[src/hw/mbs_pkg.sv]
// Functional notes
// - Sample on test clock rise, launch on fall
// - Mode select steers controller, sampled on rise
// - Mode select and data input pulled up
// - Only the selected register sits in path
// - Serial input enters selected register MSB
// - Serial output is LSB, changes on fall
// - Serial output driven only while shifting
// - Five high mode-select rises reset controller
// - Controller reset leaves memory operation alone
// - Power-up reset, serial output starts undriven
// - Follows the 2001 boundary-scan architecture
// - Test clock drives only test port logic
// - Three-bit instruction, identification after reset
// - Capture-instruction loads 01 into low bits
// - Bypass is one bit when selected
// - Identification captures 32-bit code, shifts out
package mbs_pkg;
   localparam int MBS_IR_W = 3;
   localparam int MBS_ID_W = 32;
   localparam int MBS_BSR_W = 109;
   localparam int MBS_SYNC_STAGES = 2;
   // Instruction codes
   localparam logic [2:0] MBS_IR_EXTEST = 3'h0;
   localparam logic [2:0] MBS_IR_IDCODE = 3'h1;
   localparam logic [2:0] MBS_IR_SAMPLEZ = 3'h2;
   localparam logic [2:0] MBS_IR_SAMPLE = 3'h4;
   localparam logic [2:0] MBS_IR_BYPASS = 3'h7;
   localparam logic [2:0] MBS_IR_RESET = MBS_IR_IDCODE;
   localparam logic [1:0] MBS_IR_CAPTURE = 2'h1;
   // Arbitrary identification value, not a real part code
   localparam logic [31:0] MBS_ID_DEFAULT = 32'h0000_0001;

   typedef enum logic [3:0] {
      MBS_RESET, MBS_IDLE, MBS_SEL_DR, MBS_CAP_DR, MBS_SH_DR, MBS_EX1_DR,
      MBS_PAU_DR, MBS_EX2_DR, MBS_UPD_DR, MBS_SEL_IR, MBS_CAP_IR,
      MBS_SH_IR, MBS_EX1_IR, MBS_PAU_IR, MBS_EX2_IR, MBS_UPD_IR
   } mbs_state_e;

   // Serial output pin group
   typedef struct packed {
      logic data;
      logic oe_n;
   } mbs_tdo_s;
endpackage

[src/hw/mbs_tap.sv]
`timescale 1ns/100ps
module mbs_tap #(
   parameter logic [31:0] ID_CODE = mbs_pkg::MBS_ID_DEFAULT,
   parameter int BSR_W = mbs_pkg::MBS_BSR_W
) (
   input wire logic clk,
   input wire logic rstn,
   input wire logic tck,
   input wire logic tms,
   input wire logic tdi,
   input wire logic [BSR_W-1:0] pin_snap,
   output mbs_pkg::mbs_tdo_s tdo_ff,
   output logic [BSR_W-1:0] bsr_upd_ff,
   output logic [2:0] ir_ff,
   output logic [3:0] state_ff
);
   import mbs_pkg::*;

   ////////////////////////////////////////////////////////////////////
   // Two-flop synchronisers; pins from another clock domain
   logic [1:0] tck_s_ff, tms_s_ff, tdi_s_ff;
   logic tck_d_ff;
   always_ff @(posedge clk) begin
      if (!rstn) begin
         tck_s_ff <= 2'h0;
         tms_s_ff <= 2'h3; // Pulled up, idle high
         tdi_s_ff <= 2'h3;
         tck_d_ff <= 1'b0;
      end else begin
         tck_s_ff <= {tck_s_ff[0], tck};
         tms_s_ff <= {tms_s_ff[0], tms};
         tdi_s_ff <= {tdi_s_ff[0], tdi};
         tck_d_ff <= tck_s_ff[1];
      end
   end

   // Edges of the test clock; nothing advances while it is held low
   logic rise, fall;
   assign rise = tck_s_ff[1] & ~tck_d_ff;
   assign fall = ~tck_s_ff[1] & tck_d_ff;

   ////////////////////////////////////////////////////////////////////
   // Controller, sixteen states
   mbs_state_e st_ff, nxt_st;
   logic m;
   assign m = tms_s_ff[1];
   always_comb begin
      nxt_st = st_ff;
      case (st_ff)
         MBS_RESET: nxt_st = m ? MBS_RESET : MBS_IDLE;
         MBS_IDLE: nxt_st = m ? MBS_SEL_DR : MBS_IDLE;
         MBS_SEL_DR: nxt_st = m ? MBS_SEL_IR : MBS_CAP_DR;
         MBS_CAP_DR: nxt_st = m ? MBS_EX1_DR : MBS_SH_DR;
         MBS_SH_DR: nxt_st = m ? MBS_EX1_DR : MBS_SH_DR;
         MBS_EX1_DR: nxt_st = m ? MBS_UPD_DR : MBS_PAU_DR;
         MBS_PAU_DR: nxt_st = m ? MBS_EX2_DR : MBS_PAU_DR;
         MBS_EX2_DR: nxt_st = m ? MBS_UPD_DR : MBS_SH_DR;
         MBS_UPD_DR: nxt_st = m ? MBS_SEL_DR : MBS_IDLE;
         MBS_SEL_IR: nxt_st = m ? MBS_RESET : MBS_CAP_IR; // 5 highs
         MBS_CAP_IR: nxt_st = m ? MBS_EX1_IR : MBS_SH_IR;
         MBS_SH_IR: nxt_st = m ? MBS_EX1_IR : MBS_SH_IR;
         MBS_EX1_IR: nxt_st = m ? MBS_UPD_IR : MBS_PAU_IR;
         MBS_PAU_IR: nxt_st = m ? MBS_EX2_IR : MBS_PAU_IR;
         MBS_EX2_IR: nxt_st = m ? MBS_UPD_IR : MBS_SH_IR;
         MBS_UPD_IR: nxt_st = m ? MBS_SEL_DR : MBS_IDLE;
         default: nxt_st = MBS_RESET;
      endcase
   end

   // Power-up reset lands in test-logic-reset; memory path untouched
   always_ff @(posedge clk) begin
      if (!rstn) st_ff <= MBS_RESET;
      else if (rise) st_ff <= nxt_st;
   end
   assign state_ff = st_ff;

   ////////////////////////////////////////////////////////////////////
   // Instruction shift and hold registers
   logic [2:0] ir_sh_ff;
   always_ff @(posedge clk) begin
      if (!rstn || st_ff == MBS_RESET) begin
         ir_sh_ff <= MBS_IR_RESET;
         ir_ff <= MBS_IR_RESET;
      end else if (rise) begin
         case (st_ff)
            MBS_CAP_IR: ir_sh_ff <= {1'b0, MBS_IR_CAPTURE};
            MBS_SH_IR: ir_sh_ff <= {tdi_s_ff[1], ir_sh_ff[2:1]};
            MBS_UPD_IR: ir_ff <= ir_sh_ff;
            default: ir_sh_ff <= ir_sh_ff;
         endcase
      end
   end

   ////////////////////////////////////////////////////////////////////
   // Data registers: bypass, identification, boundary
   logic byp_ff;
   logic [31:0] id_ff;
   logic [BSR_W-1:0] bsr_ff;
   logic sel_byp, sel_id;
   assign sel_id = (ir_ff == MBS_IR_IDCODE);
   assign sel_byp = (ir_ff == MBS_IR_BYPASS) || (ir_ff == 3'h3) ||
                    (ir_ff == 3'h5) || (ir_ff == 3'h6);
   always_ff @(posedge clk) begin
      if (!rstn) begin
         byp_ff <= 1'b0;
         id_ff <= '0;
         bsr_ff <= '0;
      end else if (rise && st_ff == MBS_CAP_DR) begin
         byp_ff <= 1'b0;
         id_ff <= ID_CODE;
         bsr_ff <= pin_snap;
      end else if (rise && st_ff == MBS_SH_DR) begin
         if (sel_byp) byp_ff <= tdi_s_ff[1];
         else if (sel_id) id_ff <= {tdi_s_ff[1], id_ff[31:1]};
         else bsr_ff <= {tdi_s_ff[1], bsr_ff[BSR_W-1:1]};
      end
   end

   // Update latch; output-enable cell preset high at reset
   always_ff @(posedge clk) begin
      if (!rstn || st_ff == MBS_RESET) begin
         bsr_upd_ff <= '0;
         bsr_upd_ff[BSR_W-1] <= 1'b1;
      end else if (rise && st_ff == MBS_UPD_DR && !sel_byp && !sel_id) begin
         bsr_upd_ff <= bsr_ff;
      end
   end

   ////////////////////////////////////////////////////////////////////
   // Serial output launched on the falling edge
   logic so_bit, shifting;
   assign shifting = (st_ff == MBS_SH_DR) || (st_ff == MBS_SH_IR);
   always_comb begin
      if (st_ff == MBS_SH_IR) so_bit = ir_sh_ff[0];
      else if (sel_byp) so_bit = byp_ff;
      else if (sel_id) so_bit = id_ff[0];
      else so_bit = bsr_ff[0];
   end
   always_ff @(posedge clk) begin
      if (!rstn) begin
         tdo_ff.data <= 1'b0;
         tdo_ff.oe_n <= 1'b1; // Undriven from power-up
      end else if (fall) begin
         tdo_ff.data <= so_bit;
         tdo_ff.oe_n <= ~shifting;
      end
   end

   ////////////////////////////////////////////////////////////////////
   // Check helper: run of high mode-select rises, saturates at five
   logic [2:0] hi_run_ff;
   always_ff @(posedge clk) begin
      if (!rstn) hi_run_ff <= 3'h0;
      else if (rise && !m) hi_run_ff <= 3'h0;
      else if (rise && hi_run_ff != 3'h5) hi_run_ff <= hi_run_ff + 3'h1;
   end

   ////////////////////////////////////////////////////////////////////
   // Checks on the serial output pin
   a_tdo_falls: assert property (
      @(posedge clk) disable iff (!rstn)
      $changed(tdo_ff) |-> $past(fall))
      else $error("serial output moved off a falling edge");
   a_tdo_off_idle: assert property (
      @(posedge clk) disable iff (!rstn)
      (fall && !shifting) |=> tdo_ff.oe_n)
      else $error("serial output driven outside shift");
   a_tdo_on_shift: assert property (
      @(posedge clk) disable iff (!rstn)
      (fall && shifting) |=> !tdo_ff.oe_n)
      else $error("serial output not driven while shifting");
   a_tdo_lsb_ir: assert property (
      @(posedge clk) disable iff (!rstn)
      (fall && st_ff == MBS_SH_IR) |=> tdo_ff.data == $past(ir_sh_ff[0]))
      else $error("instruction LSB not on serial output");
   a_tdo_lsb_id: assert property (
      @(posedge clk) disable iff (!rstn)
      (fall && st_ff == MBS_SH_DR && sel_id) |=>
         tdo_ff.data == $past(id_ff[0]))
      else $error("identification LSB not on serial output");
   // Undriven whenever the controller sits in reset
   a_tdo_off_reset: assert property (
      @(posedge clk) disable iff (!rstn)
      (st_ff == MBS_RESET) |-> tdo_ff.oe_n)
      else $error("serial output driven in reset state");

   ////////////////////////////////////////////////////////////////////
   // Checks on the controller
   a_state_rise: assert property (
      @(posedge clk) disable iff (!rstn)
      $changed(st_ff) |-> $past(rise))
      else $error("controller moved without a rising edge");
   // A stopped test clock must freeze the controller
   a_clock_low: assert property (
      @(posedge clk) disable iff (!rstn)
      (!tck_s_ff[1] && !tck_d_ff) |=> $stable(st_ff))
      else $error("controller moved with test clock low");
   a_leave_reset: assert property (
      @(posedge clk) disable iff (!rstn)
      (rise && !m && st_ff == MBS_RESET) |=> st_ff == MBS_IDLE)
      else $error("low mode select did not leave reset");
   a_tms_reset: assert property (
      @(posedge clk) disable iff (!rstn)
      (rise && m && st_ff == MBS_SEL_IR) |=> st_ff == MBS_RESET)
      else $error("held mode select did not reset");
   // Five highs from any state, counted independently of the table
   a_five_high: assert property (
      @(posedge clk) disable iff (!rstn)
      (hi_run_ff == 3'h5) |-> st_ff == MBS_RESET)
      else $error("five high mode-select rises did not reset");

   ////////////////////////////////////////////////////////////////////
   // Checks on the instruction path
   a_ir_reset: assert property (
      @(posedge clk) disable iff (!rstn)
      (st_ff == MBS_RESET) |=> ir_ff == MBS_IR_IDCODE)
      else $error("instruction not identification after reset");
   a_ir_capture: assert property (
      @(posedge clk) disable iff (!rstn)
      (rise && st_ff == MBS_CAP_IR) |=> ir_sh_ff[1:0] == 2'h1)
      else $error("capture-instruction pattern wrong");
   a_ir_msb_in: assert property (
      @(posedge clk) disable iff (!rstn)
      (rise && st_ff == MBS_SH_IR) |=> ir_sh_ff[2] == $past(tdi_s_ff[1]))
      else $error("instruction shift did not enter at MSB");
   a_ir_update: assert property (
      @(posedge clk) disable iff (!rstn)
      (rise && st_ff == MBS_UPD_IR) |=> ir_ff == $past(ir_sh_ff))
      else $error("instruction not updated");
   // Instruction only moves in update or reset
   a_ir_steady: assert property (
      @(posedge clk) disable iff (!rstn)
      (st_ff != MBS_UPD_IR && st_ff != MBS_RESET) |=> $stable(ir_ff))
      else $error("instruction changed outside update");
   a_ir_sh_rise: assert property (
      @(posedge clk) disable iff (!rstn)
      $changed(ir_sh_ff) |-> $past(rise) || $past(st_ff) == MBS_RESET)
      else $error("instruction shifter moved off a rising edge");

   ////////////////////////////////////////////////////////////////////
   // Checks on the data registers
   a_id_capture: assert property (
      @(posedge clk) disable iff (!rstn)
      (rise && st_ff == MBS_CAP_DR) |=> id_ff == ID_CODE)
      else $error("identification code not captured");
   a_id_msb_in: assert property (
      @(posedge clk) disable iff (!rstn)
      (rise && st_ff == MBS_SH_DR && sel_id) |=>
         id_ff[31] == $past(tdi_s_ff[1]))
      else $error("identification shift did not enter at MSB");
   a_bsr_msb_in: assert property (
      @(posedge clk) disable iff (!rstn)
      (rise && st_ff == MBS_SH_DR && !sel_id && !sel_byp) |=>
         bsr_ff[BSR_W-1] == $past(tdi_s_ff[1]))
      else $error("boundary shift did not enter at MSB");
   a_byp_capture: assert property (
      @(posedge clk) disable iff (!rstn)
      (rise && st_ff == MBS_CAP_DR) |=> !byp_ff)
      else $error("bypass bit not cleared on capture");
   a_byp_shift: assert property (
      @(posedge clk) disable iff (!rstn)
      (rise && st_ff == MBS_SH_DR && sel_byp) |=>
         byp_ff == $past(tdi_s_ff[1]))
      else $error("bypass bit did not take serial input");
   // Output-enable cell of the update latch preset in reset
   a_upd_preset: assert property (
      @(posedge clk) disable iff (!rstn)
      (st_ff == MBS_RESET) |=> bsr_upd_ff[BSR_W-1])
      else $error("update latch enable cell not preset");
endmodule

[config.mk]
export PLATFORM = sky130hd
export DESIGN_NAME = mbs_tap
export DESIGN_NICKNAME = d
export VERILOG_FILES = /design/src/hw/mbs_pkg.sv /design/src/hw/mbs_tap.sv
export SDC_FILE = /design/constraint.sdc
export NUM_CORES = 1
export LEC_CHECK = 0
export BUFFER_PORTS_ARGS = -buffer_cell sky130_fd_sc_hd__clkbuf_2
export CORE_MARGIN = 8
export CORE_UTILIZATION = 26
export DETAILED_ROUTE_END_ITERATION = 8
export GPL_TIMING_DRIVEN = 1
export PLACE_DENSITY = 0.48
export SKIP_CTS_REPAIR_TIMING = 1
export SYNTH_ARGS = -nofsm -noshare
export SYNTH_HDL_FRONTEND = slang
export SYNTH_SLANG_ARGS = --single-unit
export TNS_END_PERCENT = 30
[constraint.sdc]
create_clock -name clk -period 5 [get_ports clk]
set_input_delay 1 -clock clk [delete_from_list [all_inputs] [get_ports clk]]
set_output_delay 1 -clock clk [all_outputs]
set_load 0.02 [all_outputs]
==> results.toml, run 1 <==
[timing]
final_max_slew_viol_count = 0
fmaxAchievable_mhz = 316.6
setup_tns_ps = 0
setup_slack_ps = 1841
timing.final.crit_share = 0.6318
post-route-min-period_ps = 3159
max_slew_margin = 0.2840
unrepaired_setup_endpoints_after_global_routing = "no"
worst-slew-pin-transition_ps = 1074
clock_skew_ps = 11.45
timing.final.hold_violations = 0
report.final.setup_viol = 0

[yosys]
synth.top_cell.area_share = 0.5295
synth_area_um2 = 10210
ys.warnings.count = 0
syn_nets = 1339
synthesis.area_per_instance_um2 = 8.332
synth_seq_area_share = 0.5295
synth_seq_cells = 270
most_area_consuming_cells_after_synthesis = "sky130_fd_sc_hd__dfxtp_1 53%, sky130_fd_sc_hd__a21oi_1 12%, sky130_fd_sc_hd__nand2_1 11%, sky130_fd_sc_hd__o221ai_1 9.4%, sky130_fd_sc_hd__inv_1 4.2%"
number_of_distinct_library_cells_after_synthesis = 39
number_of_cells_produced_by_synthesis = 1225
area_leader_netlist = "sky130_fd_sc_hd__dfxtp_1"

[placed_design]
buffer_ports.inserted = 231
place.detailed.instances = 1878
place_congestion = 0.7459
dp_slack_ps = 1787
dp_hpwl_mm = 19.98

[finish]
finalCoreUtilization = 0.3287
layout.cells.most_common = "sky130_fd_sc_hd__nand2_1"
most-common-layout-cells = "293 x sky130_fd_sc_hd__nand2_1, 270 x sky130_fd_sc_hd__dfxtp_1, 253 x sky130_fd_sc_hd__a21oi_1, 230 x sky130_fd_sc_hd__clkbuf_2, 114 x sky130_fd_sc_hd__inv_1"
layout.cells.non_filler = 1934
multi_input_area_um2 = 3934
n_fill_cell = 4193
layout.area.seq_um2 = 5405
final_nets = 1506
layout-drive-gt1-share = 0.2210
antenna_diode_instance_count = 0
area_delta_synth_final_pct = 24.74

[setup_path]
crit_path_top_delay_cell = "sky130_fd_sc_hd__and2_4"
slowest_delay_ps = 850
crit_path_frequent_cell = "sky130_fd_sc_hd__buf_4"
startpoint_type = "flip-flop"
crit_type = "flip-flop to flip-flop"
path_cells = "nor2_1 > nand4_1 > buf_4 > and2_4 > buf_4 > a21oi_1"
critPathRequiredTime_ps = 5430
crit_fanout = 72
worst-endpoint-arrival_ps = 3590
crit_end_category = "flip-flop"

[grt]
grt_antenna_before_repair = 3
gr-total-overflow = 0
grt.total_usage = 0.1306
grt_max_degree = 81
grt_first_pass_wirelength_mm = 50.35
grt_pass1_vias = 8991

[drt]
final_antenna_net_count = 0
drt-initial-drc-count = 479
detail_route.vias_per_cell = 4.651
firstDrtPassIters = 4
route.detailed.wl_per_inst_um = 16.25
drc_errors = 0
vias = 8996
wl_mm = 31.43

[cts]
cts.root.buffer_cell = "sky130_fd_sc_hd__clkbuf_16"
cts_tree = "done"
clk_pin_slew_worst_paths_ps = 60
clkLatencyLatePin_ps = 560
ctsHtreeMaxLevel = 1
cts-root-to-sink-buffers = 3
tritoncts_num_sinks = 270
tritoncts.num_buffers = 30

[job]
drv.max_cap_violation_count = 0

[pwr]
post-layout-total-power_mw = 4.703
power.static_leakage_nw = 4.514
power.density_nw_per_um2 = 369.4
power.ir.vdd_worst_v = 0.0002695

[floorplan]
core.rowCount = 72
die-width_um = 214.1
dieArea_um2 = 45860
area_of_the_placeable_core_um2 = 38740
boundary_pin_count = 232
starting_utilization_of_the_core_area = 0.2635
chipHeight_um = 214.1

[run_status]
result_of_the_run = "finished, final reports clean"

[hold_path]
hold_path_class = "flip-flop to flip-flop"
## cells by family after synthesis
family | share of synthesized area
and+or+nand+nor | 0.1353
adders and majority gates | 0.0009807
AOI/OAI and AO/OA | 0.2403
muxes | 0.004903
buffers and inverters | 0.08899
DFF | 0.5295
## where the power goes
part           leakage, nW  internal [mW]  switching, mW  total [mW]
clock network        0.542           1.48          0.919        2.40
registers             2.18           2.15        0.00680        2.16
logic                 1.80         0.0598         0.0818       0.142
## worst max-delay path, delay by kind of cell, from the launching register on
kind	cells	cell delay, ps
AO/OA/AOI/OAI	1	130
flip-flops	1	730
AND/OR/NAND/NOR	3	1140
buffers and inverters	2	960
## sequential cells by signal, indices dropped and copies added, names as in the netlist
register / count
tck_s_ff: 2
tdo_ff: 2
ir_sh_ff: 3
id_ff: 32
tms_s_ff: 2
state_ff: 4
ir_ff: 3
bsr_ff: 109
tdi_s_ff: 2
tck_d_ff: 1
byp_ff: 1
bsr_upd_ff: 109
## per-stage QoR
| stage | hold WS, ps | area (µm²) |
|---|---|---|
| global route | 435.7 | 12730 |
| floorplan | 386.3 | 10210 |
| finish | 413.0 | 12730 |
| detailed placement | 398.1 | 11640 |
| CTS | 416.9 | 12730 |
| global placement | 398.0 | 11640 |
## cells in the mapped netlist, drive strengths merged
cell type  number
nand2         294
dfxtp         270
a21oi         263
inv           114
o221ai        110
clkbuf         71
buf            34
nor2            9
nand2b          8
o21ai           6
mux2i           5
a31oi           4
and2            4
nand4           4
nor3            4
nand3           3
o211ai          3
a211oi          2
and3            2
a21o            1
a221o           1
a22oi           1
and2b           1
and4            1
and4b           1
and4bb          1
maj3            1
nor2b           1
nor3b           1
nor4b           1
o311ai          1
o41ai           1
or2             1
or3b            1
## routing by layer
metal / share of wire / track usage
met3: 0.064 / 0.03794
met4: 0.019 / 0.02971
met1: 0.46 / 0.1694
met2: 0.46 / 0.2123
met5: 0.0014 / 0
## cell type report
type	instances	share of cell area
clock buffer	44	0.07262
tap	518	0.05090
multi-input combinational	736	0.3090
sequential	270	0.4245
inverter	114	0.03361
timing repair buffer	240	0.09631
clock inverter	12	0.01307
## path summary, 6_finish.rpt
check                                  to  slack (ps)                     start  cells past startpoint
hold / removal     tdi_s_ff[1]$_SDFF_PN1_         410    tdi_s_ff[0]$_SDFF_PN1_                      1
setup reg to reg  bsr_ff[28]$_SDFFE_PN0P_        1840  state_ff[3]$_SDFFE_PN0P_                      6
setup / recovery  bsr_ff[28]$_SDFFE_PN0P_        1840  state_ff[3]$_SDFFE_PN0P_                      6
hold reg to reg    tdi_s_ff[1]$_SDFF_PN1_         410    tdi_s_ff[0]$_SDFF_PN1_                      1
Note: power is estimated with default switching activity, not from simulation.
==> inputs of run 2 (changes only) <==
- clock period: 5 -> 3.1 ns (I/O delays scaled with it)
==> run 2 against run 1 <==
Routed wire length decreased by 0.22%. Global-route usage decreased by 0.13 points. Sequential cell count unchanged. Via count increased by 0.41%. Sequential share of layout area decreased by 0.22 points. Sequential power increased by 61%. Highest routed layer unchanged.
==> results.toml, run 2 (same netlist as run 1, synthesis figures left out) <==
[drt]
detail_route.vias_per_cell = 4.637
drc_errors = 0
wl_mm = 31.36
firstDrtPassIters = 5
route.detailed.wl_per_inst_um = 16.10
final_antenna_net_count = 0
vias = 9033
drt-initial-drc-count = 503

[setup_path]
crit_path_top_delay_cell = "sky130_fd_sc_hd__dfxtp_1"
worst_r2r_endpoint = "bsr_ff[76]$_SDFFE_PN0P_"
r2r_start = "state_ff[2]$_SDFFE_PN0P_"
path_buf_inv = 2
path_cells = "nor2_1 > nand4_1 > buf_4 > buf_4 > o221ai_1 > a21oi_2"
crit_fanout = 66
worst-endpoint-arrival_ps = 3070
crit_end_category = "flip-flop"
crit_type = "flip-flop to flip-flop"
critPathRequiredTime_ps = 3580
slowest_delay_ps = 600
startpoint_type = "flip-flop"
crit_path_frequent_cell = "sky130_fd_sc_hd__buf_4"
worst_path_dominant_cell_family = "buffers and inverters"
r2r_setup_slk_ps = 500
worst-r2r-cell-count = 6

[grt]
grt.total_usage = 0.1293
gr-total-overflow = 0
grt_first_pass_wirelength_mm = 49.94
grt_max_degree = 85
grt_antenna_before_repair = 3
grt_pass1_vias = 8833

[finish]
most-common-layout-cells = "293 x sky130_fd_sc_hd__nand2_1, 270 x sky130_fd_sc_hd__dfxtp_1, 253 x sky130_fd_sc_hd__a21oi_1, 230 x sky130_fd_sc_hd__clkbuf_2, 114 x sky130_fd_sc_hd__inv_1"
layout.cells.non_filler = 1948
layout_top_registers = "bsr_ff x109, bsr_upd_ff x109, id_ff x32"
n_fill_cell = 4159
area_delta_synth_final_pct = 25.40
layout.area.seq_um2 = 5405
layout.cells.most_common = "sky130_fd_sc_hd__nand2_1"
layout-drive-gt1-share = 0.2246
multi_input_area_um2 = 3934
final_nets = 1521

[hold_path]
holdPathStages = 2
hold_end = "tdi_s_ff[0]$_SDFF_PN1_"
hold_path_class = "input port to flip-flop"
hold_start = "tdi"

[floorplan]
area_of_the_placeable_core_um2 = 38740
chipHeight_um = 214.1
die-width_um = 214.1
boundary_pin_count = 232
core.rowCount = 72
dieArea_um2 = 45860
starting_utilization_of_the_core_area = 0.2635

[run_status]
result_of_the_run = "finished, final reports clean"

[pwr]
power.ir.vdd_worst_v = 0.0004524
post-layout-total-power_mw = 7.354
power.density_nw_per_um2 = 574.6
power.static_leakage_nw = 4.557

[cts]
cts_tree = "done"
cts-root-to-sink-buffers = 3
tritoncts_num_sinks = 270
tritoncts.num_buffers = 31
clk_pin_slew_worst_paths_ps = 60
cts.root.buffer_cell = "sky130_fd_sc_hd__clkbuf_16"
clkLatencyLatePin_ps = 560
ctsHtreeMaxLevel = 1

[placed_design]
dp_hpwl_mm = 20.70
place.detailed.instances = 1892
place_congestion = 0.7453
buffer_ports.inserted = 231

[timing]
final_max_slew_viol_count = 0
timing.final.hold_violations = 0
worst-slew-pin-transition_ps = 1016
hold_ws_ps = 284.7
unrepaired_setup_endpoints_after_global_routing = "no"
fmaxAchievable_mhz = 385.0
report.final.setup_viol = 0
timing.final.crit_share = 0.8378
max_slew_margin = 0.3230
setup_tns_ps = 0
post-route-min-period_ps = 2597
clock_skew_ps = 12.17

[job]
drv.max_cap_violation_count = 0
[run 2: per-stage QoR]
| stage | area [µm²] | util | worst slack [ps] |
|---|---|---|---|
| floorplan | 10210 | - | 1397 |
| global placement | 11780 | 0.3042 | 585.8 |
| detailed placement | 11780 | 0.3042 | 592.2 |
| CTS | 12800 | 0.3304 | 558.7 |
| global route | 12800 | 0.3304 | 317.2 |
| finish | 12800 | 0.3304 | 502.9 |
[run 2: layout make-up]
cell class | count | share of cell area
antenna | 1 | 0.0001955
clock buffer | 47 | 0.07155
clock inverter | 8 | 0.007625
inverter | 114 | 0.03343
multi-input combinational | 736 | 0.3073
sequential | 270 | 0.4223
tap | 518 | 0.05064
timing repair buffer | 254 | 0.1069
[run 2: worst register-to-register path: stages (launching register included)]
cell	delay [ps]
sky130_fd_sc_hd__dfxtp_1	600
sky130_fd_sc_hd__nor2_1	150
sky130_fd_sc_hd__nand4_1	140
sky130_fd_sc_hd__buf_4	580
sky130_fd_sc_hd__buf_4	660
sky130_fd_sc_hd__o221ai_1	250
sky130_fd_sc_hd__a21oi_2	140
[run 2: per-layer routing]
layer	vias to the layer above	wire, µm	global-route usage	part of all wire
met5	-	23	0	0.00073
met4	4	594	0.02902	0.019
met3	41	2030	0.03653	0.065
met2	215	13940	0.2038	0.44
met1	4230	14780	0.1736	0.47
li1	4543	-	-	-
[run 2: worst max path at each step]
stage | end | slack (ps) | depth (start not counted) | from
2_1_floorplan | bsr_ff[70]$_SDFFE_PN0P_ | 1400 | 8 | state_ff[1]$_SDFFE_PN0P_
3_3_place_gp | bsr_ff[90]$_SDFFE_PN0P_ | 590 | 6 | state_ff[1]$_SDFFE_PN0P_
3_5_place_dp | bsr_ff[76]$_SDFFE_PN0P_ | 590 | 6 | state_ff[2]$_SDFFE_PN0P_
4_1_cts | bsr_ff[76]$_SDFFE_PN0P_ | 560 | 6 | state_ff[2]$_SDFFE_PN0P_
5_1_grt | bsr_ff[59]$_SDFFE_PN0P_ | 320 | 6 | state_ff[2]$_SDFFE_PN0P_
6_report | bsr_ff[76]$_SDFFE_PN0P_ | 500 | 6 | state_ff[2]$_SDFFE_PN0P_
[run 2: report_power, final]
group,total (mW),switching (mW),internal [mW]
sequential,3.48,0.00495,3.48
clock,3.63,1.45,2.19
combinational,0.242,0.139,0.103
total,7.35,1.59,5.77
